### src/logic/pces_map.vh
// constants for the credit and completion-error sideband block
`ifndef PCES_MAP_VH
`define PCES_MAP_VH
`define PCES_BIT_PH        5
`define PCES_BIT_PD        4
`define PCES_BIT_NPH       3
`define PCES_BIT_NPD       2
`define PCES_BIT_CPLH      1
`define PCES_BIT_CPLD      0
`define PCES_SEL_POSTED    2'h0
`define PCES_SEL_NONPOSTED 2'h1
`define PCES_SEL_CPL       2'h2
`define PCES_ERR_CTO_COR   0
`define PCES_ERR_CTO_UNC   1
`define PCES_ERR_CA        2
`define PCES_ERR_UC        3
`define PCES_ERR_UR_P      4
`define PCES_ERR_UR_NP     5
`define PCES_ERR_LOGHDR    6
`define PCES_MSG_COR       2'h0
`define PCES_MSG_NONFATAL  2'h1
`define PCES_MSG_FATAL     2'h2
`define PCES_HDR_BYTES     20
`define PCES_DATA_BYTES    16
`define PCES_SEL_LATENCY   2
`endif

### src/logic/pces_sideband.v
// credit reporting and completion-error sideband logic
`timescale 1ns/1ps
`include "pces_map.vh"
module pces_sideband #(
	parameter PF_W        = 2,
	parameter HDR_W       = 8,
	parameter DATA_W      = 12,
	parameter CONS_SEL_EN = 1
) (
	// clock and reset
	input  wire               core_clk,
	input  wire               rstn,
	// link state and limits from the far end
	input  wire               link_up,
	input  wire [5:0]         infinite_advertised,
	input  wire               limit_load,
	input  wire [HDR_W-1:0]   limit_ph,
	input  wire [DATA_W-1:0]  limit_pd,
	input  wire [HDR_W-1:0]   limit_nph,
	input  wire [DATA_W-1:0]  limit_npd,
	input  wire [HDR_W-1:0]   limit_cplh,
	input  wire [DATA_W-1:0]  limit_cpld,
	// credit use: core-generated and application packets
	input  wire               core_tlp_use,
	input  wire [1:0]         core_tlp_class,
	input  wire               core_tlp_has_data,
	input  wire               app_tlp_use,
	input  wire [1:0]         app_tlp_class,
	input  wire               app_tlp_has_data,
	// credit reporting
	input  wire [1:0]         credit_class_select,
	input  wire               consumed_select,
	output reg  [5:0]         core_consumed_credit_pulse,
	output reg  [5:0]         infinite_credit_flags,
	output reg  [HDR_W-1:0]   header_credit_value,
	output reg  [DATA_W-1:0]  data_credit_value,
	output reg                transmit_ready_out,
	// completion error reporting
	input  wire [6:0]         cpl_err,
	input  wire [PF_W-1:0]    error_phys_function_number,
	input  wire               error_from_virtual_function,
	input  wire [10:0]        error_virt_function_offset,
	input  wire [127:0]       log_hdr,
	input  wire [5:0]         uncor_severity_fatal,
	// error log and message outputs
	output reg  [5:0]         error_status,
	output reg  [127:0]       logged_header,
	output reg                header_logged,
	output reg  [PF_W-1:0]    logged_pf,
	output reg                logged_vf_active,
	output reg  [10:0]        logged_vf_offset,
	output reg                msg_valid,
	output reg  [1:0]         msg_type,
	output reg  [5:0]         msg_source
);
	// decoded credit use per type, same bit order as the pulse vector
	reg  [5:0]              use_vec;
	reg  [5:0]              core_vec;

	// per-class counters and limits, flattened so one slice feeds the select mux
	wire [3*HDR_W-1:0]      hcons_flat;
	wire [3*DATA_W-1:0]     dcons_flat;
	wire [3*HDR_W-1:0]      hlim_flat;
	wire [3*DATA_W-1:0]     dlim_flat;
	wire [3*HDR_W-1:0]      hlim_in;
	wire [3*DATA_W-1:0]     dlim_in;
	wire [5:0]              exhaust;

	// select pipeline and the value it picks
	reg  [1:0]              sel_reg;
	wire                    show_cons;
	reg  [HDR_W-1:0]        hdr_pick;
	reg  [DATA_W-1:0]       data_pick;

	// error queue: one pending flag per error bit
	localparam [2:0]        PICK_NONE = 3'h7;
	wire [5:0]              pend_vec;
	reg  [2:0]              pick;
	reg  [1:0]              mtype;
	integer                 i;
	genvar                  c;
	genvar                  b;

	assign show_cons = (CONS_SEL_EN != 0) && consumed_select;
	assign hlim_in   = {limit_cplh, limit_nph, limit_ph};
	assign dlim_in   = {limit_cpld, limit_npd, limit_pd};

	// application packets only feed the counters, never the pulse vector
	always @* begin
		use_vec = 6'h00;
		if (app_tlp_use) begin
			case (app_tlp_class)
				`PCES_SEL_POSTED: begin
					use_vec[`PCES_BIT_PH] = 1'b1;
					use_vec[`PCES_BIT_PD] = app_tlp_has_data;
				end
				`PCES_SEL_NONPOSTED: begin
					use_vec[`PCES_BIT_NPH] = 1'b1;
					use_vec[`PCES_BIT_NPD] = app_tlp_has_data;
				end
				`PCES_SEL_CPL: begin
					use_vec[`PCES_BIT_CPLH] = 1'b1;
					use_vec[`PCES_BIT_CPLD] = app_tlp_has_data;
				end
				default: begin
					use_vec = 6'h00;
				end
			endcase
		end
	end

	// core packets: one header, and one data credit only if it carries data
	always @* begin
		core_vec = 6'h00;
		if (core_tlp_use) begin
			case (core_tlp_class)
				`PCES_SEL_POSTED: begin
					core_vec[`PCES_BIT_PH] = 1'b1;
					core_vec[`PCES_BIT_PD] = core_tlp_has_data;
				end
				`PCES_SEL_NONPOSTED: begin
					core_vec[`PCES_BIT_NPH] = 1'b1;
					core_vec[`PCES_BIT_NPD] = core_tlp_has_data;
				end
				`PCES_SEL_CPL: begin
					core_vec[`PCES_BIT_CPLH] = 1'b1;
					core_vec[`PCES_BIT_CPLD] = core_tlp_has_data;
				end
				default: begin
					core_vec = 6'h00;
				end
			endcase
		end
	end

	// one counter pair and one limit pair per credit class
	generate
		for (c = 0; c < 3; c = c + 1) begin : g_class
			reg  [HDR_W-1:0]  hcons_reg;
			reg  [DATA_W-1:0] dcons_reg;
			reg  [HDR_W-1:0]  hlim_reg;
			reg  [DATA_W-1:0] dlim_reg;
			wire              hdr_take;
			wire              data_take;

			// app and core packets share the counter; only core ones pulse
			assign hdr_take  = use_vec[5-2*c] | core_vec[5-2*c];
			assign data_take = use_vec[4-2*c] | core_vec[4-2*c];

			// counters restart with the link so a retrain starts from zero
			always @(posedge core_clk or negedge rstn) begin
				if (!rstn) begin
					hcons_reg <= {HDR_W{1'b0}};
					dcons_reg <= {DATA_W{1'b0}};
				end else if (!link_up) begin
					hcons_reg <= {HDR_W{1'b0}};
					dcons_reg <= {DATA_W{1'b0}};
				end else begin
					hcons_reg <= hcons_reg + {{(HDR_W-1){1'b0}}, hdr_take};
					dcons_reg <= dcons_reg + {{(DATA_W-1){1'b0}}, data_take};
				end
			end

			// limits are absolute cumulative values, held while load is low
			always @(posedge core_clk or negedge rstn) begin
				if (!rstn) begin
					hlim_reg <= {HDR_W{1'b0}};
					dlim_reg <= {DATA_W{1'b0}};
				end else if (limit_load) begin
					hlim_reg <= hlim_in[c*HDR_W +: HDR_W];
					dlim_reg <= dlim_in[c*DATA_W +: DATA_W];
				end
			end

			// a finite type whose counter meets its limit blocks sending
			assign exhaust[5-2*c] = !infinite_advertised[5-2*c] && (hcons_reg == hlim_reg);
			assign exhaust[4-2*c] = !infinite_advertised[4-2*c] && (dcons_reg == dlim_reg);
			assign hcons_flat[c*HDR_W +: HDR_W]   = hcons_reg;
			assign dcons_flat[c*DATA_W +: DATA_W] = dcons_reg;
			assign hlim_flat[c*HDR_W +: HDR_W]    = hlim_reg;
			assign dlim_flat[c*DATA_W +: DATA_W]  = dlim_reg;
		end
	endgenerate

	// pulses held low until link up so nothing leaks early
	// ready trails the counters by one clock; a sender must allow for that
	always @(posedge core_clk or negedge rstn) begin
		if (!rstn) begin
			core_consumed_credit_pulse <= 6'h00;
			infinite_credit_flags      <= 6'h00;
			transmit_ready_out         <= 1'b0;
			sel_reg                    <= 2'h0;
		end else begin
			core_consumed_credit_pulse <= link_up ? core_vec : 6'h00;
			infinite_credit_flags      <= link_up ? infinite_advertised : 6'h00;
			transmit_ready_out         <= link_up && (exhaust == 6'h00);
			sel_reg                    <= credit_class_select;
		end
	end

	// select registered once above, output registered once below: two clocks
	always @* begin
		hdr_pick  = {HDR_W{1'b0}};
		data_pick = {DATA_W{1'b0}};
		case (sel_reg)
			`PCES_SEL_POSTED: begin
				hdr_pick  = show_cons ? hcons_flat[0 +: HDR_W] : hlim_flat[0 +: HDR_W];
				data_pick = show_cons ? dcons_flat[0 +: DATA_W] : dlim_flat[0 +: DATA_W];
			end
			`PCES_SEL_NONPOSTED: begin
				hdr_pick  = show_cons ? hcons_flat[HDR_W +: HDR_W] : hlim_flat[HDR_W +: HDR_W];
				data_pick = show_cons ? dcons_flat[DATA_W +: DATA_W] : dlim_flat[DATA_W +: DATA_W];
			end
			`PCES_SEL_CPL: begin
				hdr_pick  = show_cons ? hcons_flat[2*HDR_W +: HDR_W] : hlim_flat[2*HDR_W +: HDR_W];
				data_pick = show_cons ? dcons_flat[2*DATA_W +: DATA_W] : dlim_flat[2*DATA_W +: DATA_W];
			end
			default: begin
				// code 11 is undefined; zero keeps the outputs quiet
				hdr_pick  = {HDR_W{1'b0}};
				data_pick = {DATA_W{1'b0}};
			end
		endcase
	end

	// second stage of the select latency
	always @(posedge core_clk or negedge rstn) begin
		if (!rstn) begin
			header_credit_value <= {HDR_W{1'b0}};
			data_credit_value   <= {DATA_W{1'b0}};
		end else begin
			header_credit_value <= hdr_pick;
			data_credit_value   <= data_pick;
		end
	end

	// a report arriving as its older twin is sent stays pending: set wins
	generate
		for (b = 0; b < 6; b = b + 1) begin : g_err
			reg  pend_reg;
			reg  pend_next;
			wire sent;

			assign sent = (pick == b);
			always @* begin
				pend_next = pend_reg;
				if (sent)
					pend_next = 1'b0;
				if (cpl_err[b])
					pend_next = 1'b1;
			end
			always @(posedge core_clk or negedge rstn) begin
				if (!rstn)
					pend_reg <= 1'b0;
				else
					pend_reg <= pend_next;
			end
			assign pend_vec[b] = pend_reg;
		end
	endgenerate

	// lowest pending bit goes first; one message per clock
	always @* begin
		pick = PICK_NONE;
		for (i = 5; i >= 0; i = i - 1) begin
			if (pend_vec[i])
				pick = i[2:0];
		end
	end

	// bit 0 is always correctable; the rest are fatal when programmed so, else non-fatal for bits 1 and 4 and correctable for bits 2, 3 and 5
	always @* begin
		case (pick)
			3'h0:    mtype = `PCES_MSG_COR;
			3'h1:    mtype = uncor_severity_fatal[1] ? `PCES_MSG_FATAL : `PCES_MSG_NONFATAL;
			3'h2:    mtype = uncor_severity_fatal[2] ? `PCES_MSG_FATAL : `PCES_MSG_COR;
			3'h3:    mtype = uncor_severity_fatal[3] ? `PCES_MSG_FATAL : `PCES_MSG_COR;
			3'h4:    mtype = uncor_severity_fatal[4] ? `PCES_MSG_FATAL : `PCES_MSG_NONFATAL;
			3'h5:    mtype = uncor_severity_fatal[5] ? `PCES_MSG_FATAL : `PCES_MSG_COR;
			default: mtype = `PCES_MSG_COR;
		endcase
	end

	// status is sticky until reset; the log keeps the latest reporter
	always @(posedge core_clk or negedge rstn) begin
		if (!rstn) begin
			error_status     <= 6'h00;
			logged_header    <= 128'h0;
			header_logged    <= 1'b0;
			logged_pf        <= {PF_W{1'b0}};
			logged_vf_active <= 1'b0;
			logged_vf_offset <= 11'h000;
		end else begin
			error_status <= error_status | cpl_err[5:0];
			if (cpl_err[5:0] != 6'h00) begin
				logged_pf        <= error_phys_function_number;
				logged_vf_active <= error_from_virtual_function;
				logged_vf_offset <= error_from_virtual_function ? error_virt_function_offset : 11'h000;
			end
			// header captured only alongside bits 2..5
			if (cpl_err[`PCES_ERR_LOGHDR] && (cpl_err[5:2] != 4'h0)) begin
				logged_header <= log_hdr;
				header_logged <= 1'b1;
			end
		end
	end

	// message outputs come straight from flops; type is frozen with the source
	always @(posedge core_clk or negedge rstn) begin
		if (!rstn) begin
			msg_valid  <= 1'b0;
			msg_type   <= 2'h0;
			msg_source <= 6'h00;
		end else begin
			msg_valid  <= (pick != PICK_NONE);
			msg_type   <= mtype;
			msg_source <= (pick != PICK_NONE) ? (6'h01 << pick) : 6'h00;
		end
	end
endmodule // pces_sideband

### config.mk
export PLATFORM = sky130hd
export DESIGN_NAME = pces_sideband
export DESIGN_NICKNAME = d
export VERILOG_FILES = /design/src/logic/pces_sideband.v
export VERILOG_INCLUDE_DIRS = /design/src /design/src/logic
export SDC_FILE = /design/constraint.sdc
export NUM_CORES = 1
export LEC_CHECK = 0
export ABC_CLOCK_PERIOD_IN_PS = 2200
export BUFFER_PORTS_ARGS = -buffer_cell sky130_fd_sc_hd__buf_2
export CORE_ASPECT_RATIO = 0.75
export CORE_MARGIN = 4
export CORE_UTILIZATION = 50
export DETAILED_ROUTE_END_ITERATION = 10
export HOLD_SLACK_MARGIN = 0.08
export PLACE_DENSITY = 0.79
export SLEW_MARGIN = 20
export SYNTH_ARGS = -nofsm -noshare
export SYNTH_HDL_FRONTEND = slang
export SYNTH_SLANG_ARGS = --single-unit
### constraint.sdc
create_clock -name core_clk -period 2.2 [get_ports core_clk]
set_input_delay 0.22 -clock core_clk [delete_from_list [all_inputs] [get_ports core_clk]]
set_output_delay 0.22 -clock core_clk [all_outputs]
set_load 0.03 [all_outputs]
# Word-level counts from Yosys, hierarchy flattened
# Cells that the tools add are included.
[classes]
n_addsub = 6
n_eq_ne = 18
n_shift = 1
mux = 50
n_bitwise = 7
n_reduce_logical = 27
[op_table]
columns = ["operator", "n"]
rows = [
  ["$mux W12", 6],
  ["$mux W8", 6],
  ["$add A12 B1 Y12", 3],
  ["$eq A12 B12 Y1", 3],
  ["$pmux W12 S3", 1],
  ["$mux W6", 5],
  ["$add A8 B1 Y8", 3],
  ["$eq A8 B8 Y1", 3],
  ["$mux W2", 12],
  ["$pmux W8 S3", 1],
  ["$mux W3", 5],
  ["$mux W1", 12],
  ["$reduce_bool A2 Y1", 6],
  ["$mux W11", 1],
  ["$pmux W2 S5", 1],
  ["$logic_and A1 B1 Y1", 8],
  ["$eq A2 B1 Y1 const B", 3],
  ["$eq A2 B2 Y1 const B", 3],
  ["$eq A3 B2 Y1 const B", 2],
  ["$eq A3 B3 Y1 const B", 2],
  ["$logic_not A1 Y1", 6],
  ["$logic_not A2 Y1", 3],
  ["$logic_not A6 Y1", 1],
  ["$or A1 B1 Y1", 6],
  ["other kinds (7)", 7],
]
[word_totals]
reg_bits = 319
input_bits = 236
out_inout_bits = 191
word_cells = 142

# Longest topological paths before layout
[logic_depth]
depth_word = 9
depth_mapped = 11
ltp_nobuf = 11

# Worst setup path before layout
# OpenSTA, ideal clock, no wires.
[synth_path]
path_kind = "input to register"
from = "input core_tlp_class[1]"
to = "register g_class[1].dcons_reg[11]"
setup_ns = 0.078
arrival_ns = 1.707
t_required_ns = 2.122
slack_ns = 0.416
stages = 9
n_path_buf = 0
cell_sequence = "inv_1 -> and3_1 -> nand2_1 -> o21ai_0 -> ha_1 -> nand3_1 -> or3_1 -> or3_1 -> a21boi_1"
[synth_via]
elab_chain_len = 6
[synth_rtl]
columns = ["item", "line", "source"]
rows = [
  ["from (decl)", "pces_sideband.v:25", "input wire [1:0] core_tlp_class,"],
  ["$eq A2 B1 Y1", "pces_sideband.v:116", "case (core_tlp_class)"],
  ["$mux W2", "pces_sideband.v:116", ""],
  ["$mux W6", "pces_sideband.v:115", "if (core_tlp_use) begin"],
  ["$or A1 B1 Y1", "pces_sideband.v:148", "assign data_take = use_vec[4-2*c] | core_vec[4-2*c];"],
  ["$add A12 B1 Y12", "pces_sideband.v:160", "dcons_reg <= dcons_reg + {{(DATA_W-1){1'b0}}, data_take};"],
  ["$mux W12", "pces_sideband.v:155", "end else if (!link_up) begin"],
  ["to (signal assigned)", "pces_sideband.v:154", "dcons_reg <= {DATA_W{1'b0}};"],
  ["to (signal assigned)", "pces_sideband.v:157", "dcons_reg <= {DATA_W{1'b0}};"],
  ["to (signal assigned)", "pces_sideband.v:160", ""],
  ["to (decl)", "pces_sideband.v:140", "reg [DATA_W-1:0] dcons_reg;"],
]
# Every way passes these cells.
# A chain may end at the register's enable or synchronous reset.

# Worst setup path after layout
# Same ends and word-level chain as after synthesis.

==> metrics.md <==
| Metric | Value |
|---|---|
| Status | `finished clean` |
| I/O pin count | `between 400 and 500` |
| Critical path data required time | `between 2 and 3 ns` |
| Mapped Avg Cell Area | `roughly 13 um2` |
| First-pass GRT wire length | `approximately 75000 um` |
| Endpoints failing hold | `0` |
| Rows | `between 50 and 60` |
| Drt via density | `5.47` |
| Critical Path, Cell by Cell | `dlygate4sd3_1 -> buf_2 -> inv_1 -> and3_4 -> nand2_1 -> o21ai_2 -> buf_4 -> ha_2 -> nand3_1 -> or3_4 -> or3_1 -> a21boi_1` |
| Chip Height | `152 um` |
| Slowest CP cell | `dlygate4sd3_1` |
| CP peak stage delay | `0.55 ns` |
| Crit. End Element | `register` |
| Leak pwr | `~9.4 nW` |
| Final instance area | `approximately 0.020 mm2` |
| Clock Skew | `between 0.01 and 0.015 ns` |
| Final nets | `between 1500 and 2000` |
| DRT iter0 DRCs | `1011` |
| Max Clock Freq | `481 MHz` |
| Main area contributors after synthesis | `dfrtp_1, mux2_2, xnor2_1` |
| Netlist cell types | `43` |
| Worst Setup Start Kind | `primary input` |
| ANT nets after route | `0` |
| Pre-CTS WS | `0.0774 ns` |
| DP Area | `around 0.017 mm2` |
| Initial antenna violation count | `10` |
| Syn Nets | `roughly 1300` |
| Largest net degree at the start of global routing | `81` |
| H-tree level count | `1` |
| Tcrit/Tclk final | `a little over nine tenths` |
| Die Width | `~200 um` |
| Via count | `roughly 12000` |
| GP Congestion | `0.912` |
| Area leader, netlist | `dfrtp_1` |
| Top cell type's share of synthesized area | `57.7%` |
| GRT Total Usage | `31.2%` |
| Non-Filler Instances | `about 2100` |
| Slew headroom | `54.4%` |
| Critical-path maximum fanout | `3` |
| Register bit total from synthesis | `319` |
| Final worst setup slack | `0.122 ns` |
| Minimum clock period | `2.08 ns` |
| Power Dens Cells | `752 mW/mm2` |
| Total grt overflow | `0` |
| Max cap viols | `0` |
| Core area | `0.0271 mm2` |
| Synth Cell Area | `around 0.014 mm2` |
| Async SR Flop Fraction | `100%` |
| Area grow syn2layout | `43.7%` |
| Sequential share of the synthesized area | `between 50% and 60%` |
| VDD IR-drop max | `roughly 0.00059 V` |
| 1st-pass router iterations | `6` |
| # clock sinks | `approximately 320` |
| Cells after Synth | `~1100` |
| Layout cells sized above 1 | `approximately two fifths` |
| Worst Path Class, Setup | `primary input to register` |
| Routed WL per cell | `roughly 23 um` |
| Post-synth EDFFs | `0` |
| Actual slew at the worst max-slew pin | `~0.68 ns` |
| Layout Utilization | `about 73%` |
| DRT Wirelength | `between 40000 and 50000 um` |
| Initial Util | `51.0%` |
| Slew Limit Fails | `0` |
| CP Data Arrival Time | `about 2.6 ns` |
| HP Class | `primary input to register` |
| YS warnings | `0` |
| CTS Buf Count | `31` |
| Root Buffer | `clkbuf_16` |
| IO Port Bufs | `roughly 430` |
| Count leader, synth | `dfrtp_1` |
| Worst-path clk slew | `roughly 0.060 ns` |
| Clock latency on the worst-skew pair | `0.57 ns` |
| CTS tree | `built` |
| Synth top cells by count | `dfrtp_1, mux2_2, xnor2_1, and2_1, nand2_1` |
| Placed Cells incl. Taps | `about 1800` |
| Most used DFF post-synth | `dfrtp_1` |
| DP HPWL | `a little over 30000 um` |
| DR DRC count | `0` |
| Largest register FFs | `about 130` |
| Vias in the first global route | `12700` |
| Die ar. | `0.0304 mm2` |
| CTS max path bufs | `3` |
| Final setup vio count | `0` |
## layout make-up
| type | count | area, um2 |
|---|---|---|
| inverters | 7 | 26.3 |
| repair buffers | 698 | 4860 |
| clock inverters | 11 | 115 |
| clock buffers | 44 | 905 |
| flip-flops and latches | 319 | 7980 |
| fillers | 1685 | 7240 |
| multi-input cells | 693 | 5540 |
| diodes | 9 | 22.5 |
| well taps | 351 | 439 |
## critical path: cells and delay by family
kind            cells  cell delay [ns]
compound gates      2             0.20
fa+ha+maj           1             0.19
buf+inv             4             0.89
simple gates        5             1.06
## worst paths after layout
path / cells past startpoint / from / to / slack [ns]
min in group asynchronous: 2 / rstn / core_consumed_credit_pulse[5]$_DFF_PN0_ / 0.26
setup / recovery: 12 / core_tlp_class[1] / g_class[1].dcons_reg[11]$_DFF_PN0_ / 0.12
hold / removal: 3 / consumed_select / header_credit_value[3]$_DFF_PN0_ / 0.14
max in group asynchronous: 3 / rstn / error_status[5]$_DFF_PN0_ / 1.14
hold reg to reg: 1 / error_status[2]$_DFF_PN0_ / error_status[2]$_DFF_PN0_ / 0.48
setup reg to reg: 5 / g_err[3].pend_reg$_DFFE_PN0P_ / msg_type[1]$_DFF_PN0_ / 0.20
## layout by cell type (no fill, tap or decap), types with 15 or more instances in the layout
| cell | Yosys | layout |
|---|---|---|
| a211oi_1 | 19 | 19 |
| a21oi_1 | 38 | 38 |
| and2_1 | 56 | 56 |
| buf_2 | 7 | 424 |
| buf_4 | 2 | 38 |
| clkbuf_16 | 0 | 31 |
| dfrtp_1 | 319 | 318 |
| dlygate4sd3_1 | 0 | 226 |
| mux2_2 | 189 | 189 |
| mux2i_1 | 39 | 39 |
| nand2_1 | 49 | 48 |
| nand3_1 | 41 | 41 |
| nand4_1 | 15 | 15 |
| nor2_1 | 47 | 43 |
| xnor2_1 | 68 | 68 |
| xor2_1 | 33 | 33 |
## report_power, final
group / switching, mW / leakage (nW) / internal, mW
Clock: 2.34 / 0.506 / 3.08
Combinational: 1.65 / 5.04 / 1.21
Sequential: 0.354 / 3.89 / 6.32
## kinds of logic (layout without fill, tap and decap cells)
kind of cell	count (synthesis)	after routing	share of synthesized area (%)
other	0	9	0
AOI/OAI and AO/OA	85	85	3.76
muxes	229	229	18.4
xor gates and xnor gates	101	101	6.39
DFF	319	319	57.7
and+or+nand+nor	266	266	10.0
adders and majority gates	12	12	1.08
buffers and inverters	71	760	2.71
## repair_timing
action / 4_1_cts / 5_1_grt
setup buffers: 0 / 0
endpoints found under the setup margin: 0 / 9
hold buffers: 226 / 0
resized for setup: 0 / 14
endpoints found under the hold margin: 301 / 0
## routing by layer
metal  global-route usage [%]  vias up  share of wire, %
met2                     51.6      623                48
met1                     39.2     5769                38
li1                         -     5084                 -
met4                     12.7        2               4.8
met3                     8.86      175               9.2
met5                        0        -             0.031
## through the flow
stage / TNS, ns / power [mW] / hold WS, ns
2_1_floorplan: 0 / 8.13 / -0.0756
3_3_place_gp: 0 / 9.08 / 0.262
3_5_place_dp: 0 / 9.15 / 0.267
4_1_cts: 0 / 14.8 / 0.111
5_1_grt: -0.00346 / 15.4 / 0.151
6_report: 0 / 15.0 / 0.141
Power figures use the tool's default switching activity.
